===== src/rtl/sdram_cfg_defines.svh =====
`ifndef SDRAM_CFG_DEFINES_SVH
`define SDRAM_CFG_DEFINES_SVH

// register byte offsets
`define MEM_CFG_OFS 12'h000
`define REFRESH_OFS 12'h004
`define CTRL_OFS 12'h008

// memory configuration fields
`define CHIPS_MSB 22
`define CHIPS_LSB 21
`define QOS_MSB 20
`define QOS_LSB 18
`define BURST_MSB 17
`define BURST_LSB 15
`define CLK_STOP_BIT 14
`define PWR_DOWN_BIT 13
`define PD_CYC_MSB 12
`define PD_CYC_LSB 7
`define AP_POS_BIT 6
`define ROW_MSB 5
`define ROW_LSB 3
`define COL_MSB 2
`define COL_LSB 0

// refresh interval field
`define REFRESH_MSB 14

// reset values
`define MEM_CFG_RESET 32'h0000_0000
`define REFRESH_RESET 15'h0000

// control commands, written to ctrl bits [1:0]
`define CMD_GO 2'h0
`define CMD_CONFIG 2'h1
`define CMD_SLEEP 2'h2
`define CMD_WAKE 2'h3

`endif


===== src/rtl/sdram_cfg_pkg.sv =====
package sdram_cfg_pkg;

    // controller operating states, one-hot
    typedef enum logic [2:0] {
        ST_CONFIG = 3'b001,
        ST_READY = 3'b010,
        ST_LOW_POWER = 3'b100
    } ctrl_state_t;

endpackage


===== src/rtl/sdram_cfg_refresh.sv =====
// What this block does
// - refresh goes to one, two, three or four chips by chip select code.
// - never command more chips than the built chip count allows.
// - read qos comes from a four-bit arid window picked by code.
// - burst code picks 1, 2, 4, 8 or 16 accesses per command.
// - with clock gating on, stop memory clock while no access runs and no refresh is due.
// - with idle power-down on, drop cke after fifo empty long enough.
// - idle power-down delay is a six-bit cycle count in bits 12:7.
// - auto-precharge flag sits on address bit 10, or 8 when set.
// - row address is 11 to 16 bits for codes 0 to 5.
// - column address is 8 to 12 bits for codes 0 to 4.
// - refresh interval is a 15-bit cycle count, any value allowed.
// - refresh register bits 31:15 read undefined, written as zero.
// - refresh register accessible only in config or low power state.
// - config register accessible only in config or low power state.
//
// The placing of the registers and the APB interface to the registers were decided locally.
`timescale 1ns/1ns
`include "sdram_cfg_defines.svh"

module sdram_cfg_refresh
    import sdram_cfg_pkg::*;
#(
    parameter int MEMORY_CHIPS = 4,
    parameter int ARID_W = 8
) (
    // clock and reset
    input wire logic core_clk_i,
    input wire logic rstn_i,
    // apb slave
    input wire logic psel_i,
    input wire logic penable_i,
    input wire logic pwrite_i,
    input wire logic [11:0] paddr_i,
    input wire logic [31:0] pwdata_i,
    output logic [31:0] prdata_o,
    output logic pready_o,
    output logic pslverr_o,
    // axi read side
    input wire logic [ARID_W-1:0] arid_i,
    output logic [3:0] qos_sel_o,
    // memory engine side
    input wire logic access_busy_i,
    input wire logic cmd_fifo_empty_i,
    output logic [3:0] refresh_chip_o,
    output logic mem_clk_en_o,
    output logic cke_o,
    output logic [4:0] burst_beats_o,
    output logic [3:0] precharge_addr_bit_o,
    output logic [4:0] row_bits_o,
    output logic [3:0] col_bits_o
);

    // refuse configurations the logic cannot serve
    if (MEMORY_CHIPS < 1 || MEMORY_CHIPS > 4) begin : g_chk_chips
        $error("MEMORY_CHIPS must be 1 to 4");
    end
    if (ARID_W < 8) begin : g_chk_arid
        $error("ARID_W must be at least 8");
    end

    localparam logic [2:0] BUILT_CHIPS = 3'(MEMORY_CHIPS);

    // state
    ctrl_state_t state, next_state;
    logic [31:0] mem_cfg, next_mem_cfg, next_prdata;
    logic [14:0] refresh_ival, next_refresh_ival, ref_cnt, next_ref_cnt;
    logic [5:0] idle_cnt, next_idle_cnt;
    logic next_cke, next_clk_en;
    logic [3:0] next_refresh_chip, next_qos, next_precharge_pos, next_col;
    logic [4:0] next_burst, next_row;

    // decode helpers
    logic setup, access, hit_cfg, hit_ref, hit_ctrl, cfg_open, refused;
    logic refresh_due;
    logic [2:0] eff_chips, qos_code, burst_code, row_code, col_code;
    logic [3:0] chip_mask, arid_lo;
    logic [5:0] pd_cycles;
    logic [14:0] wdata_lo;

    // field views of the configuration register
    assign qos_code = mem_cfg[`QOS_MSB:`QOS_LSB];
    assign burst_code = mem_cfg[`BURST_MSB:`BURST_LSB];
    assign row_code = mem_cfg[`ROW_MSB:`ROW_LSB];
    assign col_code = mem_cfg[`COL_MSB:`COL_LSB];
    assign pd_cycles = mem_cfg[`PD_CYC_MSB:`PD_CYC_LSB];
    assign wdata_lo = pwdata_i[`REFRESH_MSB:0];
    assign arid_lo = arid_i[3:0];

    // apb phase and address decode
    assign setup = psel_i & ~penable_i;
    assign access = psel_i & penable_i;
    assign hit_cfg = paddr_i == `MEM_CFG_OFS;
    assign hit_ref = paddr_i == `REFRESH_OFS;
    assign hit_ctrl = paddr_i == `CTRL_OFS;
    assign cfg_open = (state == ST_CONFIG) || (state == ST_LOW_POWER);
    assign refused = (hit_cfg | hit_ref) & ~cfg_open;

    // zero wait states; error on unmapped or locked register
    assign pready_o = 1'b1;
    assign pslverr_o = access & (refused | ~(hit_cfg | hit_ref | hit_ctrl));

    // active chips, clamped to the built chip count
    always_comb begin
        eff_chips = {1'b0, mem_cfg[`CHIPS_MSB:`CHIPS_LSB]} + 3'h1;
        if (eff_chips > BUILT_CHIPS) begin
            eff_chips = BUILT_CHIPS;
        end
        case (eff_chips)
            3'h1: chip_mask = 4'h1;
            3'h2: chip_mask = 4'h3;
            3'h3: chip_mask = 4'h7;
            3'h4: chip_mask = 4'hf;
            default: chip_mask = 4'h1;
        endcase
    end

    // refresh falls due when the count reaches one below the interval
    assign refresh_due = (state == ST_READY) && (refresh_ival != 15'h0000)
        && (ref_cnt >= refresh_ival - 15'h0001);

    // register writes, state commands and read data
    always_comb begin
        next_mem_cfg = mem_cfg;
        next_refresh_ival = refresh_ival;
        next_state = state;
        next_prdata = prdata_o;
        if (access && pwrite_i && hit_cfg && cfg_open) begin
            next_mem_cfg = pwdata_i;
        end
        if (access && pwrite_i && hit_ref && cfg_open) begin
            next_refresh_ival = wdata_lo;
        end
        if (access && pwrite_i && hit_ctrl) begin
            case (pwdata_i[1:0])
                `CMD_GO: begin
                    if (state == ST_CONFIG) begin
                        next_state = ST_READY;
                    end
                end
                `CMD_CONFIG: begin
                    if (state == ST_READY) begin
                        next_state = ST_CONFIG;
                    end
                end
                `CMD_SLEEP: begin
                    if (state == ST_READY) begin
                        next_state = ST_LOW_POWER;
                    end
                end
                `CMD_WAKE: begin
                    if (state == ST_LOW_POWER) begin
                        next_state = ST_READY;
                    end
                end
                default: next_state = state;
            endcase
        end
        // read data is fetched in the setup cycle
        if (setup) begin
            next_prdata = 32'h0000_0000;
            if (hit_cfg && cfg_open) begin
                next_prdata = mem_cfg;
            end else if (hit_ref && cfg_open) begin
                next_prdata = {17'h00000, refresh_ival};
            end else if (hit_ctrl) begin
                next_prdata = {24'h000000, mem_clk_en_o, cke_o,
                    BUILT_CHIPS[1:0] - 2'h1, 1'b0, state};
            end
        end
    end

    // register bank
    always_ff @(posedge core_clk_i) begin
        if (!rstn_i) begin
            state <= ST_CONFIG;
            mem_cfg <= `MEM_CFG_RESET;
            refresh_ival <= `REFRESH_RESET;
            prdata_o <= 32'h0000_0000;
        end else begin
            state <= next_state;
            mem_cfg <= next_mem_cfg;
            refresh_ival <= next_refresh_ival;
            prdata_o <= next_prdata;
        end
    end

    // refresh timer, idle power-down and clock gating
    always_comb begin
        next_ref_cnt = ref_cnt;
        next_refresh_chip = 4'h0;
        next_idle_cnt = idle_cnt;
        next_cke = cke_o;
        if (state != ST_READY) begin
            next_ref_cnt = 15'h0000;
        end else if (refresh_due) begin
            next_ref_cnt = 15'h0000;
            next_refresh_chip = chip_mask;
        end else begin
            next_ref_cnt = ref_cnt + 15'h0001;
        end
        case (state)
            ST_CONFIG: begin
                next_idle_cnt = 6'h00;
                next_cke = 1'b1;
            end
            ST_LOW_POWER: begin
                next_idle_cnt = 6'h00;
                next_cke = 1'b0;
            end
            ST_READY: begin
                if (!mem_cfg[`PWR_DOWN_BIT] || !cmd_fifo_empty_i
                    || refresh_due) begin
                    next_idle_cnt = 6'h00;
                    next_cke = 1'b1;
                end else if (idle_cnt >= pd_cycles) begin
                    next_cke = 1'b0;
                end else begin
                    next_idle_cnt = idle_cnt + 6'h01;
                end
            end
            default: begin
                next_idle_cnt = 6'h00;
                next_cke = 1'b1;
            end
        endcase
        // with clock gating on, memory clock runs for accesses and refreshes only
        next_clk_en = !mem_cfg[`CLK_STOP_BIT] || access_busy_i
            || refresh_due;
    end

    always_ff @(posedge core_clk_i) begin
        if (!rstn_i) begin
            ref_cnt <= 15'h0000;
            refresh_chip_o <= 4'h0;
            idle_cnt <= 6'h00;
            cke_o <= 1'b1;
            mem_clk_en_o <= 1'b1;
        end else begin
            ref_cnt <= next_ref_cnt;
            refresh_chip_o <= next_refresh_chip;
            idle_cnt <= next_idle_cnt;
            cke_o <= next_cke;
            mem_clk_en_o <= next_clk_en;
        end
    end

    // decoded settings for the memory engine
    always_comb begin
        case (qos_code)
            3'h1: next_qos = arid_i[4:1];
            3'h2: next_qos = arid_i[5:2];
            3'h3: next_qos = arid_i[6:3];
            3'h4: next_qos = arid_i[7:4];
            default: next_qos = arid_i[3:0];
        endcase
        case (burst_code)
            3'h1: next_burst = 5'h02;
            3'h2: next_burst = 5'h04;
            3'h3: next_burst = 5'h08;
            3'h4: next_burst = 5'h10;
            default: next_burst = 5'h01;
        endcase
        next_precharge_pos = mem_cfg[`AP_POS_BIT] ? 4'h8 : 4'ha;
        case (row_code)
            3'h1: next_row = 5'h0c;
            3'h2: next_row = 5'h0d;
            3'h3: next_row = 5'h0e;
            3'h4: next_row = 5'h0f;
            3'h5: next_row = 5'h10;
            default: next_row = 5'h0b;
        endcase
        case (col_code)
            3'h1: next_col = 4'h9;
            3'h2: next_col = 4'ha;
            3'h3: next_col = 4'hb;
            3'h4: next_col = 4'hc;
            default: next_col = 4'h8;
        endcase
    end

    always_ff @(posedge core_clk_i) begin
        if (!rstn_i) begin
            qos_sel_o <= 4'h0;
            burst_beats_o <= 5'h01;
            precharge_addr_bit_o <= 4'ha;
            row_bits_o <= 5'h0b;
            col_bits_o <= 4'h8;
        end else begin
            qos_sel_o <= next_qos;
            burst_beats_o <= next_burst;
            precharge_addr_bit_o <= next_precharge_pos;
            row_bits_o <= next_row;
            col_bits_o <= next_col;
        end
    end
endmodule


===== config.mk =====
export PLATFORM = sky130hd
export DESIGN_NAME = sdram_cfg_refresh
export DESIGN_NICKNAME = d
export VERILOG_FILES = /design/src/rtl/sdram_cfg_pkg.sv /design/src/rtl/sdram_cfg_refresh.sv
export VERILOG_INCLUDE_DIRS = /design/src /design/src/rtl
export SDC_FILE = /design/constraint.sdc
export NUM_CORES = 1
export LEC_CHECK = 0
export BUFFER_PORTS_ARGS = -buffer_cell sky130_fd_sc_hd__clkbuf_2
export CAP_MARGIN = 20
export CORE_AREA = 2 2 108 110
export DETAILED_ROUTE_END_ITERATION = 10
export DIE_AREA = 0 0 110 112
export HOLD_SLACK_MARGIN = 0.06
export MAX_ROUTING_LAYER = met4
export PLACE_DENSITY = 0.8
export SKIP_CTS_REPAIR_TIMING = 1
export SYNTH_ARGS = -nofsm -noshare
export SYNTH_HDL_FRONTEND = slang
export SYNTH_SLANG_ARGS = --single-unit

===== constraint.sdc =====
create_clock -name core_clk_i -period 3.4 [get_ports core_clk_i]
set_input_delay 0.68 -clock core_clk_i [delete_from_list [all_inputs] [get_ports core_clk_i]]
set_output_delay 0.68 -clock core_clk_i [all_outputs]
set_load 0.005 [all_outputs]

; After elaboration in Yosys (flattened, before gate mapping)
; Cells that the tools add are included.
[totals]
ramBits = 0
rom_bits = 0
ff_bits = 131
memories = 0
out_inout_bits = 62
latchBits = 0
inputBits = 59
[classes]
shifts = 0
magnitude_cmp = 3
addsub = 4
div_mod_pow = 0
bitwise_logic = 13
mux = 18
reduce_logical = 25
multipliers = 0
eq_ne = 34
[ops]
columns = cell, count
row1 = == test 3 x 2 -> 1 bit (second input constant), 11
row2 = 2-to-1 mux 32 bit, 1
row3 = case mux 5 bit (5 select lines), 1
row4 = case mux 3 bit (4 select lines), 2
row5 = == test 3 bit (second input constant), 7
row6 = case mux 5 bit (4 select lines), 1
row7 = case mux 4 bit (4 select lines), 1
row8 = adder 15 x 1 -> 15 bit (second input constant), 1
row9 = == test 3 x 1 -> 1 bit (second input constant), 5
row10 = >= comparator 15 bit, 1
row11 = 2-to-1 mux 15 bit, 1
row12 = 2-to-1 mux 3 bit, 5
row13 = nonzero test 15 bit, 1
row14 = subtractor 15 x 1 -> 15 bit (second input constant), 1
row15 = == test 12 x 3 -> 1 bit (second input constant), 1
row16 = == test 12 x 4 -> 1 bit (second input constant), 1
row17 = zero test 12 bit, 1
row18 = case mux 4 bit (3 select lines), 1
row19 = logical AND 1 bit, 10
row20 = OR reduction 3 bit, 3
row21 = 2-to-1 mux 8 bit, 1
row22 = inequality test 2 bit (second input constant), 4
row23 = adder 6 x 1 -> 6 bit (second input constant), 1
row24 = >= comparator 6 bit, 1
row25 = other kinds (16), 34

; Depth between registers and ports, before layout
; Gate-level depths: netlist (run 1).
[logic_depth]
ltp_word = 6
depth_mapped = 13

; Least setup slack after synthesis (run 1)
; Ideal clock, no wire load.
[synth_path]
path_kind = register to register
start = register refresh_ival[4]
end = register cke_o
required_time_ns = 3.285
t_arrival_ns = 2.779
stages_incl_launch_ff = 12
slack_ns = 0.507
setup_ns = 0.115
period_less_slack_ns = 2.893
cell_sequence = dfxtp_1 -> or4_4 -> nor3_4 -> nand3_1 -> nor3_1 -> xnor2_1 -> ha_1 -> nand4_1 -> nor2_1 -> a211oi_2 -> o2111ai_4 -> o21a_1
[synth_between]
elab_chain_cells = 6
[synth_rtl]
columns = item, line
row1 = "start, declared", sdram_cfg_refresh.sv:67  ; logic [14:0] refresh_ival, next_refresh_ival, ref_cnt, next_ref_cnt;
row2 = "start signal, assigned", sdram_cfg_refresh.sv:178  ; refresh_ival <= `REFRESH_RESET;
row3 = "start signal, assigned", sdram_cfg_refresh.sv:183  ; refresh_ival <= next_refresh_ival;
row4 = subtractor 15 x 1 -> 15 bit / nonzero test 15 bit (equally long branches), "sdram_cfg_refresh.sv:120, sdram_cfg_refresh.sv:119"
row5 = >= comparator 15 bit / logical AND 1 bit (equally long branches), "sdram_cfg_refresh.sv:120, sdram_cfg_refresh.sv:119"
row6 = logical AND 1 bit *, sdram_cfg_refresh.sv:120  ; && (ref_cnt >= refresh_ival - 15'h0001);
row7 = logical OR 1 bit *, sdram_cfg_refresh.sv:212  ; if (!mem_cfg[`PWR_DOWN_BIT] || !cmd_fifo_empty_i
row8 = 2-to-1 mux 1 bit, sdram_cfg_refresh.sv:212
row9 = case mux 1 bit (2 select lines), sdram_cfg_refresh.sv:202  ; case (state)
row10 = "end signal, assigned", sdram_cfg_refresh.sv:243  ; cke_o <= next_cke;
row11 = "end, declared", sdram_cfg_refresh.sv:47  ; output logic cke_o,
; Mark *: on every way between the ends. The rest lies on a longest branch, timed or not.
; A chain may end at the register's enable or synchronous reset.

; Worst setup path in the final report (run 1)
; Ends and elaborated chain as after synthesis.

==> flow_summary_export.csv, run 1 <==
group,metric,value,unit
run_status,status,"finished clean",
synthesis,synth_top_family_by_area,"simple AND/OR/NAND/NOR gates",
placed_design,dp_slack,356.9,ps
timing,setup_viol,0,
timing,worstMarginPinSlew,1074,ps
power_and_ir_drop,leakage,2.960,nW
detailed_routing,first_iter_violations,415,
clock_network,insertion_delay,420,ps
global_route,grt_max_degree,55,
clock_network,cts_root_buf,"clkbuf_16",
detailed_routing,viasPerCell,5.610,
synthesis,ys_ff_latch,127,
cells_and_area,postLayoutCellArea,7129,um^2
power_and_ir_drop,ir_drop,0.0004050,V
synthesis,synthSimpleGateAreaFrac,0.2335,
floorplan,die_h,112,um
timing,hold_ws,452.1,ps
timing,timing.fmax,0.3284,GHz
synthesis,synth_compound_gate_area_share,0.1580,
cells_and_area,syn2layout_area_growth,19.11,%
timing,fin_setup_tns,0,ps
clock_network,htree_num_levels,4,
clock_network,cts_tree,"built",
synthesis,yosysSeqAreaShare,0.4247,
synthesis,syn_inst,704,
power_and_ir_drop,powerDensity,472.6,nW/um^2
floorplan,rows,39,
floorplan,die-area,12320,um^2
clock_network,clockBufferDepth,2,
floorplan,core_area,11170,um^2
setup_path,critPathArrivalTime,3350,ps
cells_and_area,antenna_cells,0,
timing,finalCritPeriodShare,0.8955,
setup_path,rr_startpoint,"refresh_ival[4]$_SDFFE_PN0P_",
timing,hold_viol,0,
cells_and_area,final_cells,955,
placed_design,dp_cells,924,
setup_path,required,3710,ps
clock_network,cts_buffers,17,
detailed_routing,drt_wl_total,15.00,mm
synthesis,synth_edf_count,0,
placed_design,postPlaceCellArea,6574,um^2
detailed_routing,drc_errors,0,
setup_path,startpoint_type,"flip-flop",
global_route,first_global_vias,5129,
setup_path,path_class,"flip-flop to flip-flop",
timing,final_max_slew_viol_count,0,
detailed_routing,wire_per_inst,15.71,um
global_route,grt_use_total,0.2598,
placed_design,io_buffers,115,
synthesis,synth.area.mux_share,0.01798,
timing,clock_skew,10.72,ps
run,cap_violations,0,
floorplan,io-pin-count,121,
cells_and_area,layout_common_cells,"dfxtp_1 (127), clkbuf_2 (114), nand2_1 (111)",
cells_and_area,fin_nets,889,
global_route,grt_overflow_total,0,
clock_network,cts_sinks,127,
setup_path,cp-startpoint,"refresh_ival[4]$_SDFFE_PN0P_",
setup_path,crit_slowest_cell,"or4_4",
synthesis,synth_area,5986,um^2
floorplan,start_util,0.5357,
setup_path,crit_chain,"or4_4 > nor3_4 > nand2b_1 > nor4_1 > xnor2_1 > ha_1 > nand4_1 > nor2_1 > a211oi_2 > buf_4 > o2111ai_4 > o21a_1",
timing,fin_ws,355.2,ps
synthesis,ys.flop_type,"dfxtp_1",
setup_path,cpPeakStageDelay,590,ps
floorplan,die_w,110,um
synthesis,yosysWarnings,0,
synthesis,synth_cell_types,57,
cells_and_area,layout_commonest_cell,"dfxtp_1",
setup_path,critPathCaptureType,"flip-flop",
synthesis,async_flop_share,0,
detailed_routing,vias,5358,
cells_and_area,drive_gt1_frac,0.2094,
detailed_routing,first_pass_iters,5,
placed_design,hpwl,10.69,mm
synthesis,syn_avg_cell_area,8.502,um^2
setup_path,critical_path.max_fanout,7,
timing,slew_headroom,0.2837,
synthesis,synthXorXnorAreaFrac,0.05121,
timing,min_period,3045,ps
worst_hold_path,hp-class,"flip-flop to flip-flop",
placed_design,place.gp.congestion,0.8942,
clock_network,clkSlewWorstSetupHoldPaths,60,ps
global_route,grt_pass1_wl,24.27,mm
worst_hold_path,min_from,"mem_cfg[6]$_SDFFE_PN0P_",
timing,rsz0062_at_grt,"no",
global_route,antenna_found_initial,0,
detailed_routing,antenna_left,0,
synthesis,synth_fa_ha_area_frac,0.06271,
## flip-flops by register name, summed over array words and instances, names as in the netlist
register and flops:
burst_beats_o 5, cke_o 1, col_bits_o 3, idle_cnt 6, mem_cfg 32, mem_clk_en_o 1, prdata_o 32, precharge_addr_bit_o 1
qos_sel_o 4, ref_cnt 15, refresh_chip_o 4, refresh_ival 15, row_bits_o 5, state 3
## synthesized netlist by cell type, drive strengths merged, types with 3 or more instances
| master | n | area [um^2] |
|---|---|---|
| and2 | 6 | 37.54 |
| ha | 30 | 375.4 |
| inv | 16 | 60.06 |
| o22ai | 4 | 25.02 |
| nor3 | 7 | 57.55 |
| nor4 | 6 | 37.54 |
| a21oi | 17 | 85.08 |
| nor2b | 5 | 31.28 |
| nand2 | 112 | 422.9 |
| nor2 | 53 | 201.5 |
| nand2b | 6 | 37.54 |
| xnor2 | 18 | 157.7 |
| o21ai | 62 | 321.6 |
| a221oi | 13 | 120.1 |
| nand4 | 8 | 50.05 |
| xor2 | 17 | 148.9 |
| clkbuf | 27 | 101.4 |
| nand3 | 66 | 330.3 |
| buf | 22 | 141.4 |
| nor3b | 3 | 22.52 |
| a21boi | 33 | 247.7 |
| mux2i | 4 | 40.04 |
| and3 | 11 | 73.82 |
| dfxtp | 127 | 2542 |
## power by group
| group | total [mW] | switching (mW) | internal [mW] |
|---|---|---|---|
| logic | 0.152 | 0.0881 | 0.0636 |
| clock network | 1.71 | 0.700 | 1.01 |
| registers | 1.51 | 0.00583 | 1.50 |
## worst max-delay path, delay by kind of cell, from the launching register on
kind | cells | cell delay, ps
AOI/OAI and AO/OA | 3 | 680
xor gates and xnor gates | 1 | 160
adders and majority gates | 1 | 260
buffers and inverters | 1 | 180
DFF | 1 | 370
and+or+nand+nor | 6 | 1300
## final timing paths
check,end,slack [ps],cells after the start
hold reg to reg,precharge_addr_bit_o[1]$_SDFF_PN1_,450,1
setup / recovery,cke_o$_SDFFE_PN1P_,360,12
setup reg to reg,cke_o$_SDFFE_PN1P_,360,12
hold / removal,precharge_addr_bit_o[1]$_SDFF_PN1_,450,1
## logic make-up after synthesis
family / Yosys count
flip-flops: 127
XOR/XNOR: 35
AO/OA/AOI/OAI: 144
buffers and inverters: 65
adder cells (fa/ha/maj): 30
multiplexers: 8
AND/OR/NAND/NOR: 293
other: 2
## cell type report
cell class	instances	area, um^2
fillers	925	4045
well taps	143	178.9
repair buffers	123	638.1
flip-flops and latches	127	2542
multi-input cells	515	3154
clock inverters	14	130.1
inverters	16	60.06
clock buffers	17	425.4
## stage by stage
step	total power [mW]	utilization
finish	3.369	0.6380
global route	3.462	0.6380
CTS	3.379	0.6380
detailed placement	1.687	0.5883
global placement	1.682	0.5883
floorplan	1.617	-
## metal layers
metal	vias to the layer above	track usage	share of wire
li1	2627	-	-
met1	2548	0.3292	0.44
met2	157	0.4135	0.48
met3	26	0.05738	0.056
met4	0	0.07511	0.017
met5	-	-	0
Note: power is estimated with default switching activity, not from simulation.
==> inputs of run 2 (changes only) <==
Settings changed: RECOVER_POWER set to 50.
==> flow_summary_export.csv, run 2 (synthesized netlist as in run 1, its figures left out) <==
group,metric,value,unit
floorplan,die_w,110,um
floorplan,io-pin-count,121,
worst_hold_path,holdPathStages,1,
timing,timing.fmax,0.3279,GHz
floorplan,die_h,112,um
cells_and_area,fill_cells,961,
clock_network,htree_num_levels,4,
setup_path,r2r_end,"cke_o$_SDFFE_PN1P_",
detailed_routing,first_pass_iters,5,
timing,fin_ws,350.5,ps
setup_path,required,3700,ps
run_status,violations,"capacitance limit, slew limit",
timing,rsz0062_at_grt,"no",
timing,setup_viol,0,
timing,fin_setup_tns,0,ps
clock_network,clockBufferDepth,2,
clock_network,cts_sinks,127,
floorplan,rows,39,
cells_and_area,layout_commonest_cell,"dfxtp_1",
placed_design,hpwl,10.69,mm
global_route,grt_use_total,0.2598,
setup_path,cp.buffers_inverters,1,
setup_path,rr_startpoint,"refresh_ival[4]$_SDFFE_PN0P_",
cells_and_area,syn2layout_area_growth,17.85,%
setup_path,cpPeakStageDelay,590,ps
setup_path,critPathArrivalTime,3350,ps
timing,min_period,3049,ps
cells_and_area,layout_common_cells,"dfxtp_1 (127), nand2_1 (111), clkbuf_2 (75)",
global_route,antenna_found_initial,0,
worst_hold_path,min_from,"mem_cfg[6]$_SDFFE_PN0P_",
detailed_routing,vias,5370,
detailed_routing,first_iter_violations,394,
power_and_ir_drop,ir_drop,0.0004059,V
setup_path,r2r_slack,350,ps
floorplan,core_area,11170,um^2
timing,worstMarginPinSlew,2065,ps
run,cap_violations,3,
clock_network,insertion_delay,410,ps
setup_path,cp_top_family,"simple AND/OR/NAND/NOR gates",
timing,hold_viol,0,
timing,final_max_slew_viol_count,137,
detailed_routing,wire_per_inst,15.67,um
setup_path,path_class,"flip-flop to flip-flop",
setup_path,critical_path.max_fanout,7,
setup_path,startpoint_type,"flip-flop",
floorplan,die-area,12320,um^2
clock_network,clkSlewWorstSetupHoldPaths,60,ps
floorplan,start_util,0.5357,
placed_design,place.gp.congestion,0.8942,
worst_hold_path,hold_path_end,"precharge_addr_bit_o[1]$_SDFF_PN1_",
clock_network,cts_root_buf,"clkbuf_16",
detailed_routing,antenna_left,0,
global_route,first_global_vias,5129,
placed_design,io_buffers,115,
cells_and_area,drive_gt1_frac,0.1552,
detailed_routing,viasPerCell,5.623,
clock_network,cts_buffers,17,
power_and_ir_drop,leakage,2.817,nW
detailed_routing,drt_wl_total,14.97,mm
cells_and_area,antenna_cells,0,
setup_path,crit_chain,"or4_4 > nor3_4 > nand2b_1 > nor4_1 > xnor2_1 > ha_1 > nand4_1 > nor2_1 > a211oi_2 > buf_4 > o2111ai_4 > o21a_1",
timing,clock_skew,10.40,ps
setup_path,reg2reg_depth,12,
timing,finalCritPeriodShare,0.8969,
cells_and_area,fin_nets,889,
power_and_ir_drop,powerDensity,476.9,nW/um^2
global_route,grt_overflow_total,0,
worst_hold_path,hp-class,"flip-flop to flip-flop",
clock_network,cts_tree,"built",
setup_path,crit_slowest_cell,"or4_4",
run_status,status,"finished, violations left",
cells_and_area,top_regs,"mem_cfg (32), prdata_o (32)",
placed_design,dp_slack,356.9,ps
global_route,grt_max_degree,55,
detailed_routing,drc_errors,0,
timing,slew_headroom,-0.3765,
global_route,grt_pass1_wl,24.27,mm
setup_path,critPathCaptureType,"flip-flop",
-- run 2: cell count changes in the layout (fill, tap and decap cells not counted), moves of 4 or more --
cell | previous run | this run
buf_4 | 9 | 5
o21ai_1 | 32 | 21
o21ai_0 | 29 | 40
clkbuf_2 | 114 | 75
clkbuf_1 | 0 | 42
-- run 2: power breakdown --
group / internal [mW] / switching [mW] / total (mW)
clock network: 1.01 / 0.698 / 1.71
registers: 1.50 / 0.00578 / 1.51
logic: 0.0615 / 0.0870 / 0.148
total: 2.57 / 0.791 / 3.36
-- run 2: cell type report --
class	instances	area, um^2	area share
Multi-Input combinational cell	515	3143	0.4455
Inverter	16	60.06	0.008514
Timing Repair Buffer	123	574.3	0.08141
Clock buffer	17	425.4	0.06031
Tap cell	143	178.9	0.02536
Clock inverter	14	130.1	0.01845
Sequential cell	127	2542	0.3604
-- run 2: how the worst max path moves through the flow --
stage / from / endpoint / slack (ps) / cells past startpoint
after global placement: refresh_ival[4]$_SDFFE_PN0P_ / cke_o$_SDFFE_PN1P_ / 370 / 12
after detailed placement: refresh_ival[4]$_SDFFE_PN0P_ / cke_o$_SDFFE_PN1P_ / 360 / 12
after floorplan: refresh_ival[4]$_SDFFE_PN0P_ / cke_o$_SDFFE_PN1P_ / 510 / 11
final: refresh_ival[4]$_SDFFE_PN0P_ / cke_o$_SDFFE_PN1P_ / 350 / 12
after CTS: refresh_ival[4]$_SDFFE_PN0P_ / cke_o$_SDFFE_PN1P_ / 340 / 12
after global routing: refresh_ival[4]$_SDFFE_PN0P_ / ref_cnt[5]$_SDFF_PP0_ / 30 / 12
-- run 2: worst reg2reg max path, stage by stage, from the launching register on --
cell	delay, ps
dfxtp_1	370
or4_4	590
nor3_4	180
nand2b_1	100
nor4_1	250
xnor2_1	160
ha_1	260
nand4_1	100
nor2_1	70
a211oi_2	280
buf_4	180
o2111ai_4	170
o21a_1	230
-- run 2: layer usage --
layer  vias to the layer above  routed length, um  GRT usage
met1                      2513               6431     0.3292
met2                       199               7292     0.4135
met3                        28                990    0.05738
met5                         -                  0          -
li1                       2630                  -          -
met4                         0                253    0.07511
-- run 2: metrics by stage --
step	cell area (um^2)	std cells	utilization	power, mW	hold slack, ps
final	7054	955	0.6313	3.364	446.6
after global routing	7054	955	0.6313	3.459	458.8
after CTS	7129	955	0.6380	3.379	453.6
after detailed placement	6574	924	0.5883	1.687	433.5
after global placement	6574	924	0.5883	1.682	443.2
after floorplan	5997	707	-	1.617	371.3
